[src/rpt_pkg.sv]
// shared constants, types and helpers for the direction-sensing repeater control
package rpt_pkg;

  // ---------------------------------------------------------------
  // timing
  // ---------------------------------------------------------------
  localparam int CLK_PERIOD_PS = 5000;
  localparam int GAP_TIME_NS   = 200;
  // least time: round up to whole cycles, never below one
  localparam int GAP_CYC_RAW   = (GAP_TIME_NS * 1000 + CLK_PERIOD_PS - 1) / CLK_PERIOD_PS;
  localparam int GAP_CYC       = (GAP_CYC_RAW < 1) ? 1 : GAP_CYC_RAW;
  localparam int IDLE_QUAL_CYC = 8;
  localparam int CNT_W         = 8;

  // ---------------------------------------------------------------
  // types
  // ---------------------------------------------------------------
  typedef enum logic [2:0] {
    RPT_IDLE,
    RPT_GAP,
    RPT_M2S,
    RPT_S2M,
    RPT_HOLD
  } rpt_state_t;

  // ---------------------------------------------------------------
  // helpers
  // ---------------------------------------------------------------
  function automatic logic rpt_both_idle(input logic actA, input logic actB);
    return !actA && !actB;
  endfunction : rpt_both_idle

endpackage : rpt_pkg

[src/rpt_sense_if.sv]
// qualified line activity passed from a sense channel to the direction control
`timescale 1ns/1ps
interface rpt_sense_if;
  logic active;
  modport src (output active);
  modport dst (input  active);
endinterface : rpt_sense_if

[src/rpt_sense.sv]
// one line-sense channel: synchroniser, and-combine, idle qualification
`timescale 1ns/1ps
module rpt_sense
  import rpt_pkg::*;
#(
  parameter int IDLE_CYC = IDLE_QUAL_CYC
) (
  input  wire logic mclk,
  input  wire logic rstn,
  input  wire logic trueIn,
  input  wire logic compIn,
  rpt_sense_if.src  sense
);

  localparam int CW = $clog2(IDLE_CYC + 1);

  logic          trueS1_ff;
  logic          compS1_ff;
  logic          trueS2_ff;
  logic          compS2_ff;
  logic          active_ff;
  logic [CW-1:0] idleCnt_ff;
  logic          idleRaw;

  // ---------------------------------------------------------------
  // synchroniser
  // ---------------------------------------------------------------
  always_ff @(posedge mclk or negedge rstn) begin
    if (!rstn) begin
      trueS1_ff <= 1'h1;
      compS1_ff <= 1'h1;
      trueS2_ff <= 1'h1;
      compS2_ff <= 1'h1;
    end else begin
      trueS1_ff <= trueIn;  // RULE_12
      compS1_ff <= compIn;
      trueS2_ff <= trueS1_ff;
      compS2_ff <= compS1_ff;
    end
  end

  // high only when both receivers sit on the idle bias
  assign idleRaw = trueS2_ff & compS2_ff;  // RULE_06

  // ---------------------------------------------------------------
  // activity qualification
  // ---------------------------------------------------------------
  // going active is immediate; going idle needs a run of idle samples so
  // the brief both-high glitch on every data edge is not read as idle
  always_ff @(posedge mclk or negedge rstn) begin
    if (!rstn) begin
      active_ff  <= 1'h0;
      idleCnt_ff <= '0;
    end else if (!idleRaw) begin
      active_ff  <= 1'h1;  // RULE_04
      idleCnt_ff <= '0;
    end else if (idleCnt_ff == CW'(IDLE_CYC - 1)) begin
      active_ff  <= 1'h0;  // RULE_04
    end else begin
      idleCnt_ff <= idleCnt_ff + 1'h1;
    end
  end

  assign sense.active = active_ff;
endmodule : rpt_sense

[src/rpt_ctrl.sv]
// direction control for a bidirectional differential multipoint repeater
// Function
// RULE_01: master active first enables master-to-slave drive
// RULE_02: slave active first enables slave-to-master drive
// RULE_03: simultaneous activation leaves both directions disabled
// RULE_04: driven line is active, all-idle line inactive
// RULE_05: sense receivers biased high when line undriven
// RULE_06: sense indication is AND of both receivers
// RULE_07: direction follows whichever indication falls first
// RULE_08: after collision, hold off until both idle
// RULE_09: every direction change forces 200 ns off gap
// RULE_10: data transitions never update direction enables
// RULE_11: second side active before enable flags error
// RULE_12: sense inputs pass two-stage synchroniser first
`timescale 1ns/1ps
module rpt_ctrl
  import rpt_pkg::*;
#(
  parameter int IDLE_CYC = IDLE_QUAL_CYC
) (
  input  wire logic mclk,
  input  wire logic rstn,
  input  wire logic mstTrue,
  input  wire logic mstComp,
  input  wire logic slvTrue,
  input  wire logic slvComp,
  output wire logic enM2s,
  output wire logic enS2m,
  output wire logic errFlag
);

  localparam int GW = $clog2(GAP_CYC + 1);

  rpt_sense_if mstSense ();
  rpt_sense_if slvSense ();

  rpt_state_t    state_ff;
  rpt_state_t    nxt_state;
  rpt_state_t    target_ff;
  rpt_state_t    nxt_target;
  logic [GW-1:0] gapCnt_ff;
  logic [GW-1:0] nxt_gapCnt;
  logic          enM2s_ff;
  logic          enS2m_ff;
  logic          errFlag_ff;
  logic          errSet;
  logic          mAct;
  logic          sAct;
  logic          srcAct;
  logic          farAct;

  // ---------------------------------------------------------------
  // sense channels
  // ---------------------------------------------------------------
  // the receiver bias that makes an idle line read high is board-side
  rpt_sense #(.IDLE_CYC(IDLE_CYC)) uMstSense (
    .mclk   (mclk),
    .rstn   (rstn),
    .trueIn (mstTrue),
    .compIn (mstComp),
    .sense  (mstSense.src)
  );

  rpt_sense #(.IDLE_CYC(IDLE_CYC)) uSlvSense (
    .mclk   (mclk),
    .rstn   (rstn),
    .trueIn (slvTrue),
    .compIn (slvComp),
    .sense  (slvSense.src)
  );

  assign mAct   = mstSense.active;
  assign sAct   = slvSense.active;
  assign srcAct = (target_ff == RPT_M2S) ? mAct : sAct;
  assign farAct = (target_ff == RPT_M2S) ? sAct : mAct;

  // ---------------------------------------------------------------
  // direction state machine
  // ---------------------------------------------------------------
  always_comb begin
    nxt_state  = state_ff;
    nxt_target = target_ff;
    nxt_gapCnt = gapCnt_ff;
    errSet     = 1'h0;
    case (state_ff)
      RPT_IDLE: begin
        if (mAct && sAct) begin
          nxt_state = RPT_HOLD;  // RULE_03
          errSet    = 1'h1;
        end else if (mAct) begin
          nxt_state  = RPT_GAP;  // RULE_07
          nxt_target = RPT_M2S;
          nxt_gapCnt = '0;
        end else if (sAct) begin
          nxt_state  = RPT_GAP;  // RULE_07
          nxt_target = RPT_S2M;
          nxt_gapCnt = '0;
        end
      end
      RPT_GAP: begin
        if (target_ff != RPT_HOLD && farAct) begin
          nxt_state = RPT_HOLD;  // RULE_11
          errSet    = 1'h1;
        end else if (target_ff != RPT_HOLD && !srcAct) begin
          nxt_state = RPT_HOLD;
        end else if (gapCnt_ff == GW'(GAP_CYC - 1)) begin
          nxt_state = target_ff;  // RULE_09
        end else begin
          nxt_gapCnt = gapCnt_ff + 1'h1;
        end
      end
      // activity stays high across data edges, so only release is seen
      RPT_M2S: begin
        if (!mAct) begin
          nxt_state  = RPT_GAP;  // RULE_10
          nxt_target = RPT_HOLD;
          nxt_gapCnt = '0;
        end
      end
      RPT_S2M: begin
        if (!sAct) begin
          nxt_state  = RPT_GAP;  // RULE_10
          nxt_target = RPT_HOLD;
          nxt_gapCnt = '0;
        end
      end
      RPT_HOLD: begin
        // our own drive decays on the far side before it reads idle
        if (rpt_both_idle(mAct, sAct)) begin
          nxt_state = RPT_IDLE;  // RULE_08
        end
      end
      default: begin
        nxt_state = RPT_IDLE;
      end
    endcase
  end

  always_ff @(posedge mclk or negedge rstn) begin
    if (!rstn) begin
      state_ff  <= RPT_IDLE;
      target_ff <= RPT_HOLD;
      gapCnt_ff <= '0;
    end else begin
      state_ff  <= nxt_state;
      target_ff <= nxt_target;
      gapCnt_ff <= nxt_gapCnt;
    end
  end

  // ---------------------------------------------------------------
  // driver enables and error flag
  // ---------------------------------------------------------------
  always_ff @(posedge mclk or negedge rstn) begin
    if (!rstn) begin
      enM2s_ff <= 1'h0;
      enS2m_ff <= 1'h0;
    end else begin
      enM2s_ff <= (nxt_state == RPT_M2S);  // RULE_01
      enS2m_ff <= (nxt_state == RPT_S2M);  // RULE_02
    end
  end

  always_ff @(posedge mclk or negedge rstn) begin
    if (!rstn) begin
      errFlag_ff <= 1'h0;
    end else if (errSet) begin
      errFlag_ff <= 1'h1;  // RULE_11
    end else if (nxt_state == RPT_IDLE) begin
      errFlag_ff <= 1'h0;
    end
  end

  assign enM2s   = enM2s_ff;
  assign enS2m   = enS2m_ff;
  assign errFlag = errFlag_ff;

  // ---------------------------------------------------------------
  // assertions
  // ---------------------------------------------------------------
  localparam int OFF_MAX = (1 << CNT_W) - 1;

  logic [CNT_W-1:0] offRun_ff;

  // cycles since either enable was last high, saturating
  always_ff @(posedge mclk or negedge rstn) begin
    if (!rstn) begin
      offRun_ff <= '0;
    end else if (enM2s_ff || enS2m_ff) begin
      offRun_ff <= '0;
    end else if (offRun_ff != CNT_W'(OFF_MAX)) begin
      offRun_ff <= offRun_ff + 1'h1;
    end
  end
endmodule : rpt_ctrl

[config.mk]
export PLATFORM = sky130hd
export DESIGN_NAME = rpt_ctrl
export DESIGN_NICKNAME = d
export VERILOG_FILES = /design/src/rpt_pkg.sv /design/src/rpt_sense_if.sv /design/src/rpt_sense.sv /design/src/rpt_ctrl.sv
export SDC_FILE = /design/constraint.sdc
export NUM_CORES = 1
export LEC_CHECK = 0
export BUFFER_PORTS_ARGS = -buffer_cell sky130_fd_sc_hd__buf_2
export CELL_PAD_IN_SITES_DETAIL_PLACEMENT = 0
export CELL_PAD_IN_SITES_GLOBAL_PLACEMENT = 1
export CORE_UTILIZATION = 51
export DETAILED_ROUTE_END_ITERATION = 10
export PLACE_DENSITY = 0.83
export SLEW_MARGIN = 20
export SYNTH_ARGS = -nofsm -noshare
export SYNTH_HDL_FRONTEND = slang
export SYNTH_SLANG_ARGS = --single-unit
[constraint.sdc]
create_clock -name mclk -period 3.14 [get_ports mclk]
set_input_delay 0.157 -clock mclk [delete_from_list [all_inputs] [get_ports mclk]]
set_output_delay 0.157 -clock mclk [all_outputs]
set_load 0.05 [all_outputs]
### Yosys cells after proc, flatten, opt, wreduce, memory -nomap -nowiden

Index checks and enable logic that the tools add are counted.

* register bits: 33
* bits of input ports: 6
* output and inout port bits: 3
* logic and storage cells: 99

* $add $sub $neg: 3
* equality and inequality tests: 22
* mux-type cells: 40
* bitwise logic cells: 2
* reduce and logical (&&, ||, !) cells: 14

Operator list (count)
* 6-bit two-way mux: 8
* 3-bit two-way mux: 14
* 6-bit case mux with 4 select lines: 1
* 2-bit inequality test, second input constant: 10
* 4-bit two-way mux: 4
* 3-bit by 2-bit == test with 1-bit output, second input constant: 5
* 3-bit case mux with 5 select lines: 1
* 1-bit two-way mux: 10
* 3-bit case mux with 3 select lines: 1
* 4-bit by 1-bit adder with 4-bit output, second input constant: 2
* 4-bit by 3-bit == test with 1-bit output, second input constant: 2
* 8-bit AND reduction: 1
* 6-bit by 1-bit adder with 6-bit output, second input constant: 1
* 6-bit == test, second input constant: 1
* 3-bit zero test: 2
* 5-bit AND reduction: 1
* 1-bit logical AND: 4
* 4-bit nonzero test: 1
* 3-bit by 1-bit == test with 1-bit output, second input constant: 1
* 3-bit == test, second input constant: 1
* 1-bit zero test: 3
* 3-bit by 1-bit inequality test with 1-bit output, second input constant: 1
* 3-bit inequality test, second input constant: 1
* 3-bit nonzero test: 1
* 3 further kinds: 4

### Depth between registers and ports, before layout

* depth in word-level cells: 10
* mapped depth: 7
* mapped depth without buffers: 6

### Cells and area by module

From an unflattened synthesis, not the netlist that was laid out.

* cells, all modules: 169
* area total of the unflattened synthesis: 1759.2 µm²

Modules (own cells, without submodules)
* rpt_ctrl: times used 1, cells each 115, area an instance 1036.0 µm², seq. area each 376.6 µm²
* rpt_sense: times used 2, cells each 27, area an instance 361.6 µm², seq. area each 230.2 µm²

### Worst setup path after synthesis

OpenSTA, ideal clock, no wires.

* kind: flip-flop to flip-flop
* start: register target_ff[2]
* end: register errFlag_ff, in the netlist errFlag
* library setup time: 126 ps
* arrival: 1723 ps
* data required time: 3014 ps
* setup slack: 1291 ps
* stages on the path, launching flop included: 7
* path buffers: 1
* clock period less this slack: 1849 ps
* cells stage by stage: dfstp_2 -> buf_2 -> o21ai_0 -> a222oi_1 -> o211ai_1 -> a22o_1 -> o32a_1

* longest elaborated chain between the ends: 9
* elaborated cells between the ends (all ways): 16
* classes of those cells: eq/ne: 2; mux: 9; reduce/logical: 5

Ends and longest elaborated chain
* from (decl): RTL line rpt_ctrl.sv:39 `rpt_state_t target_ff;`
* from (signal assigned): RTL line rpt_ctrl.sv:146 `target_ff <= nxt_target;`
* 3-bit by 2-bit == test with 1-bit output: RTL line rpt_ctrl.sv:74, rpt_ctrl.sv:75
* 1-bit two-way mux: RTL line rpt_ctrl.sv:74 `assign srcAct = (target_ff == RPT_M2S) ? mAct : sAct;`
* 1-bit zero test: RTL line rpt_ctrl.sv:104 `end else if (target_ff != RPT_HOLD && !srcAct) begin`
* 1-bit logical AND: RTL line rpt_ctrl.sv:104
* 3-bit two-way mux: RTL line rpt_ctrl.sv:104
* 3-bit two-way mux *: RTL line rpt_ctrl.sv:101 `if (target_ff != RPT_HOLD && farAct) begin`
* 3-bit case mux with 5 select lines *: RTL line rpt_ctrl.sv:85 `case (state_ff)`
* net nxt_state[2]: RTL line rpt_ctrl.sv:38 `rpt_state_t nxt_state;`
* 3-bit zero test *: RTL line rpt_ctrl.sv:169 `end else if (nxt_state == RPT_IDLE) begin`
* 2-bit nonzero test (no source line) *
* to (signal assigned): RTL line rpt_ctrl.sv:166 `errFlag_ff <= 1'h0;`
* to (signal assigned): RTL line rpt_ctrl.sv:168 `errFlag_ff <= 1'h1;`
* to (signal assigned): RTL line rpt_ctrl.sv:170 `errFlag_ff <= 1'h0;`
* to (decl): RTL line rpt_ctrl.sv:45 `logic errFlag_ff;`

Mark *: on every way through the listed nets, which the timed path passes. The rest lies on a longest branch.
A chain may end at the register's enable or synchronous reset.

### Final worst setup path

* start: register uMstSense.active_ff, in the netlist uMstSense.sense.active
* end: register errFlag_ff, in the netlist errFlag

* longest elaborated chain between the ends: 8
* elaborated cells between the ends (all ways): 21
* classes of those cells: mux: 13; reduce/logical: 8

Ends and longest elaborated chain
* from (decl): RTL line rpt_sense.sv:21 `logic active_ff;`
* from (signal assigned): RTL line rpt_sense.sv:52 `active_ff <= 1'h0;`
* from (signal assigned): RTL line rpt_sense.sv:55 `active_ff <= 1'h1;`
* from (signal assigned): RTL line rpt_sense.sv:58 `active_ff <= 1'h0;`
* 1-bit two-way mux: RTL line rpt_ctrl.sv:74
* 1-bit zero test: RTL line rpt_ctrl.sv:104
* 1-bit logical AND: RTL line rpt_ctrl.sv:104
* 3-bit two-way mux: RTL line rpt_ctrl.sv:104
* 3-bit two-way mux: RTL line rpt_ctrl.sv:101
* 3-bit case mux with 5 select lines *: RTL line rpt_ctrl.sv:85
* net nxt_state[1]: RTL line rpt_ctrl.sv:38
* 3-bit zero test *: RTL line rpt_ctrl.sv:169
* 2-bit nonzero test (no source line) *

Marked as above.

==> impl_table.tex <==
\begin{tabular}{lr}
\hline
Metric & Value \\
\hline
\multicolumn{2}{l}{\textbf{Run status}} \\
\quad Outcome & finished clean \\
\multicolumn{2}{l}{\textbf{Synth}} \\
\quad Post-synthesis share of cell area spent on full adders, half adders and majority gates & 0.02855 \\
\quad Cell area after synthesis & 1665 µm² \\
\quad Yosys Warn Count & 0 \\
\quad Number of enable-type register cells in the synthesized netlist & 0 \\
\quad Synth Area in Compound Gates & 0.1766 \\
\quad Async S/R FF share, synth & 1.000 \\
\quad Most used DFF post-synth & sky130\_fd\_sc\_hd\_\_dfrtp\_1 \\
\quad Dominant combinational cell family by area after synthesis & simple AND/OR/NAND/NOR gates \\
\quad Synthesized Nets & 169 \\
\quad XOR/XNOR share of the synthesized area & 0.01052 \\
\quad Cell taking the most area after synthesis & sky130\_fd\_sc\_hd\_\_dfrtp\_1 \\
\quad Multiplexer area fraction after synthesis & 0.03005 \\
\quad Post-synthesis register bit count & 33 \\
\quad Part of the Yosys area used for sequential elements & 0.5026 \\
\quad Top post-synthesis cells by area & sky130\_fd\_sc\_hd\_\_dfrtp\_1 36\%, sky130\_fd\_sc\_hd\_\_dfstp\_2 14\%, sky130\_fd\_sc\_hd\_\_nand3\_1 3.3\% \\
\quad Post-synthesis share of cell area spent on and, or, nand and nor gates & 0.2074 \\
\quad Netlist cell types & 51 \\
\quad Avg Cell Area, Syn & 10.41 µm² \\
\quad Most common library cells after synthesis & 24 x sky130\_fd\_sc\_hd\_\_dfrtp\_1, 13 x sky130\_fd\_sc\_hd\_\_nand2\_1, 13 x sky130\_fd\_sc\_hd\_\_nor2\_1, 11 x sky130\_fd\_sc\_hd\_\_nand3\_1, 9 x sky130\_fd\_sc\_hd\_\_dfstp\_2 \\
\quad Most used standard cell by instance count after synthesis & sky130\_fd\_sc\_hd\_\_dfrtp\_1 \\
\quad Proportion of netlist area held by the largest area contributor & 0.3606 \\
\quad Number of instances in the synthesized netlist & 160 \\
\multicolumn{2}{l}{\textbf{Global route}} \\
\quad Total global routing overflow & 0 \\
\quad Initial antenna violation count & 0 \\
\quad Global Route Usage Sum & 0.2172 \\
\quad Largest net degree at the start of global routing & 34 \\
\quad Global-route wire length before repair & 5.430 mm \\
\quad Number of global-route vias before repair & 1156 \\
\multicolumn{2}{l}{\textbf{Die}} \\
\quad Number of placed I/O pins & 9 \\
\quad Initial Util & 0.5411 \\
\quad DIE AREA & 3498 µm² \\
\quad Core region area & 3078 µm² \\
\quad Die width & 59.15 µm \\
\quad Site Rows & 20 \\
\quad Vertical die dimension & 59.15 µm \\
\multicolumn{2}{l}{\textbf{Routing}} \\
\quad DRT Pass-1 Iters & 5 \\
\quad DRC & 0 \\
\quad Routed wire per std cell & 13.88 µm \\
\quad Detailed-route wire length & 3.012 mm \\
\quad DR iter-0 viols & 72 \\
\quad Via density & 5.567 \\
\quad Number of nets with antenna violations after detailed routing & 0 \\
\quad Via count of the routed design & 1208 \\
\multicolumn{2}{l}{\textbf{Cells and area}} \\
\quad Number of cells in the finished layout apart from fillers & 217 \\
\quad Net total in the final layout & 181 \\
\quad Fraction of layout instances using a drive strength above 1 & 0.2081 \\
\quad Final antenna diode count & 0 \\
\quad Area delta synth->final & 9.166\% \\
\quad Post-route core utilization & 0.5907 \\
\multicolumn{2}{l}{\textbf{Clock tree}} \\
\quad Number of buffers added by the clock tree synthesis step & 5 \\
\quad Hold-fix buffer count after cts & 5 \\
\quad Clock Root Buffer & sky130\_fd\_sc\_hd\_\_clkbuf\_4 \\
\quad Clock Path Buffers & 2 \\
\quad H-tree depth reported by CTS & 2 \\
\quad TritonCTS clock tree & yes \\
\quad Setup Fix Bufs, Post-CTS & 0 \\
\quad Clock net sink count & 33 \\
\quad CTS clk-pin slew, worst paths & 0.09 ns \\
\quad Clock latency reported for the late side of the worst-skew pair & 0.33 ns \\
\quad Number of cells upsized or downsized after cts & 0 \\
\multicolumn{2}{l}{\textbf{Power}} \\
\quad Final Total Pwr & 711.1 µW \\
\quad Maximum vdd ir drop & 0.3061 mV \\
\quad Power per cell area & 391.2 nW/µm² \\
\quad Standby leakage power & 0.7643 nW \\
\multicolumn{2}{l}{\textbf{Placed design}} \\
\quad DPL Wire Length & 2.104 mm \\
\quad Final weighted congestion of routability-driven global placement & 0.7673 \\
\quad Number of buffers added on ports & 8 \\
\quad Placed Cells incl. Taps & 204 \\
\quad Worst Setup Slack post-DPL & 1.092 ns \\
\multicolumn{2}{l}{\textbf{Critical path}} \\
\quad Data arrival time of the critical path & 2.28 ns \\
\quad Crit Path Class & reg2reg \\
\quad Largest driver fanout on the critical path & 12 \\
\quad Endpoint required time on the critical path & 3.36 ns \\
\quad Crit path capture type & flop \\
\quad Startpoint class of the critical path & flop \\
\multicolumn{2}{l}{\textbf{Timing}} \\
\quad Final worst slack & 1.076 ns \\
\quad Tcrit/Tclk final & 0.6574 \\
\quad Max-Slew Margin vs Limit & 0.5255 \\
\quad Final hold violation count & 0 \\
\quad Total negative slack for setup checks & 0 ns \\
\quad Slew Viols, Final & 0 \\
\quad Final critical delay including setup and external delays & 2.064 ns \\
\quad RSZ-0062 raised after global routing & false \\
\quad Setup clock skew after layout & 0.01314 ns \\
\quad Maximum clock frequency & 484.5 MHz \\
\quad Final setup vio count & 0 \\
\quad Worst-margin pin slew & 0.7117 ns \\
\multicolumn{2}{l}{\textbf{Flow run}} \\
\quad Max-cap violation count & 0 \\
\multicolumn{2}{l}{\textbf{Hold path}} \\
\quad Worst min-delay path category & reg2reg \\
\hline
\end{tabular}
==> layout by cell type (no fill, tap or decap), types with 2 or more instances in the layout <==
master / n
sky130_fd_sc_hd__o21bai_1: 2
sky130_fd_sc_hd__o31ai_1: 3
sky130_fd_sc_hd__a21boi_0: 2
sky130_fd_sc_hd__o22ai_1: 2
sky130_fd_sc_hd__clkbuf_4: 5
sky130_fd_sc_hd__nand3_1: 11
sky130_fd_sc_hd__nor3_1: 7
sky130_fd_sc_hd__nand2b_1: 5
sky130_fd_sc_hd__nor2_1: 13
sky130_fd_sc_hd__or3_1: 2
sky130_fd_sc_hd__a21o_1: 4
sky130_fd_sc_hd__a21oi_1: 4
sky130_fd_sc_hd__dlygate4sd3_1: 5
sky130_fd_sc_hd__dfrtp_1: 24
sky130_fd_sc_hd__mux2i_1: 5
sky130_fd_sc_hd__a22o_1: 2
sky130_fd_sc_hd__nand2_1: 13
sky130_fd_sc_hd__ha_1: 3
sky130_fd_sc_hd__and2b_1: 2
sky130_fd_sc_hd__a21boi_1: 2
sky130_fd_sc_hd__nand3b_1: 2
sky130_fd_sc_hd__xnor2_1: 2
sky130_fd_sc_hd__inv_1: 4
sky130_fd_sc_hd__dfstp_2: 9
sky130_fd_sc_hd__buf_2: 8
sky130_fd_sc_hd__o21ai_0: 5
==> layout make-up <==
class                   count  area (µm²)
fillers                   274        1260
flip-flops and latches     33       837.1
multi-input cells         114       754.5
repair buffers             13       90.09
clock buffers               7       55.05
well taps                  44       55.05
inverters                   5       18.77
clock inverters             1       7.507
==> final timing paths <==
| check | from | slack, ns | endpoint | cells after the start |
|---|---|---|---|---|
| hold / removal | uMstSense.trueS1_ff | 0.36 | uMstSense.trueS2_ff | 0 |
| setup / recovery | uMstSense.sense.active | 1.08 | errFlag | 6 |
| setup reg to reg | uMstSense.sense.active | 1.08 | errFlag | 6 |
| min in group asynchronous | rstn | 0.40 | gapCnt_ff[2] | 2 |
| max in group asynchronous | rstn | 2.27 | uMstSense.sense.active | 2 |
| hold reg to reg | uMstSense.trueS1_ff | 0.36 | uMstSense.trueS2_ff | 0 |
==> registers in the layout, indices dropped and copies added (netlist names), 3 cells and up <==
signal / count
gapCnt_ff: 6
state_ff: 3
target_ff: 3
uSlvSense.idleCnt_ff: 4
uMstSense.idleCnt_ff: 4
==> routing by layer <==
layer	part of all wire	GRT usage
met1	0.46	0.2810
met2	0.48	0.3328
met3	0.046	0.06987
met4	0.0083	0.09864
met5	0	0
==> stage by stage <==
step | cell area, µm² | hold slack [ns]
final | 1818 | 0.3611
after global routing | 1818 | 0.3648
after CTS | 1818 | 0.3633
after detailed placement | 1705 | 0.2572
after global placement | 1705 | 0.2459
after floorplan | 1665 | -0.1386
==> power breakdown <==
group | switching (mW) | total (mW) | leakage [nW] | internal [mW]
combinational | 0.0134 | 0.0229 | 0.326 | 0.00951
sequential | 0.00368 | 0.440 | 0.407 | 0.436
clock | 0.139 | 0.248 | 0.0315 | 0.110
==> critical path, stage by stage, from the launching register on <==
cell	delay (ns)
sky130_fd_sc_hd__dfrtp_1	0.56
sky130_fd_sc_hd__and2b_1	0.25
sky130_fd_sc_hd__o21ai_1	0.27
sky130_fd_sc_hd__nand2_1	0.08
sky130_fd_sc_hd__a41oi_1	0.38
sky130_fd_sc_hd__inv_1	0.11
sky130_fd_sc_hd__o32a_1	0.30
==> logic make-up (layout without fill, tap and decap cells) <==
| kind of cell | after synthesis | count (layout) |
|---|---|---|
| AO/OA/AOI/OAI | 38 | 38 |
| XOR/XNOR | 2 | 2 |
| adder cells (fa/ha/maj) | 4 | 4 |
| buffers and inverters | 13 | 26 |
| flip-flops | 33 | 33 |
| multiplexers | 5 | 5 |
| AND/OR/NAND/NOR | 65 | 65 |
Note: power is estimated with default switching activity, not from simulation.
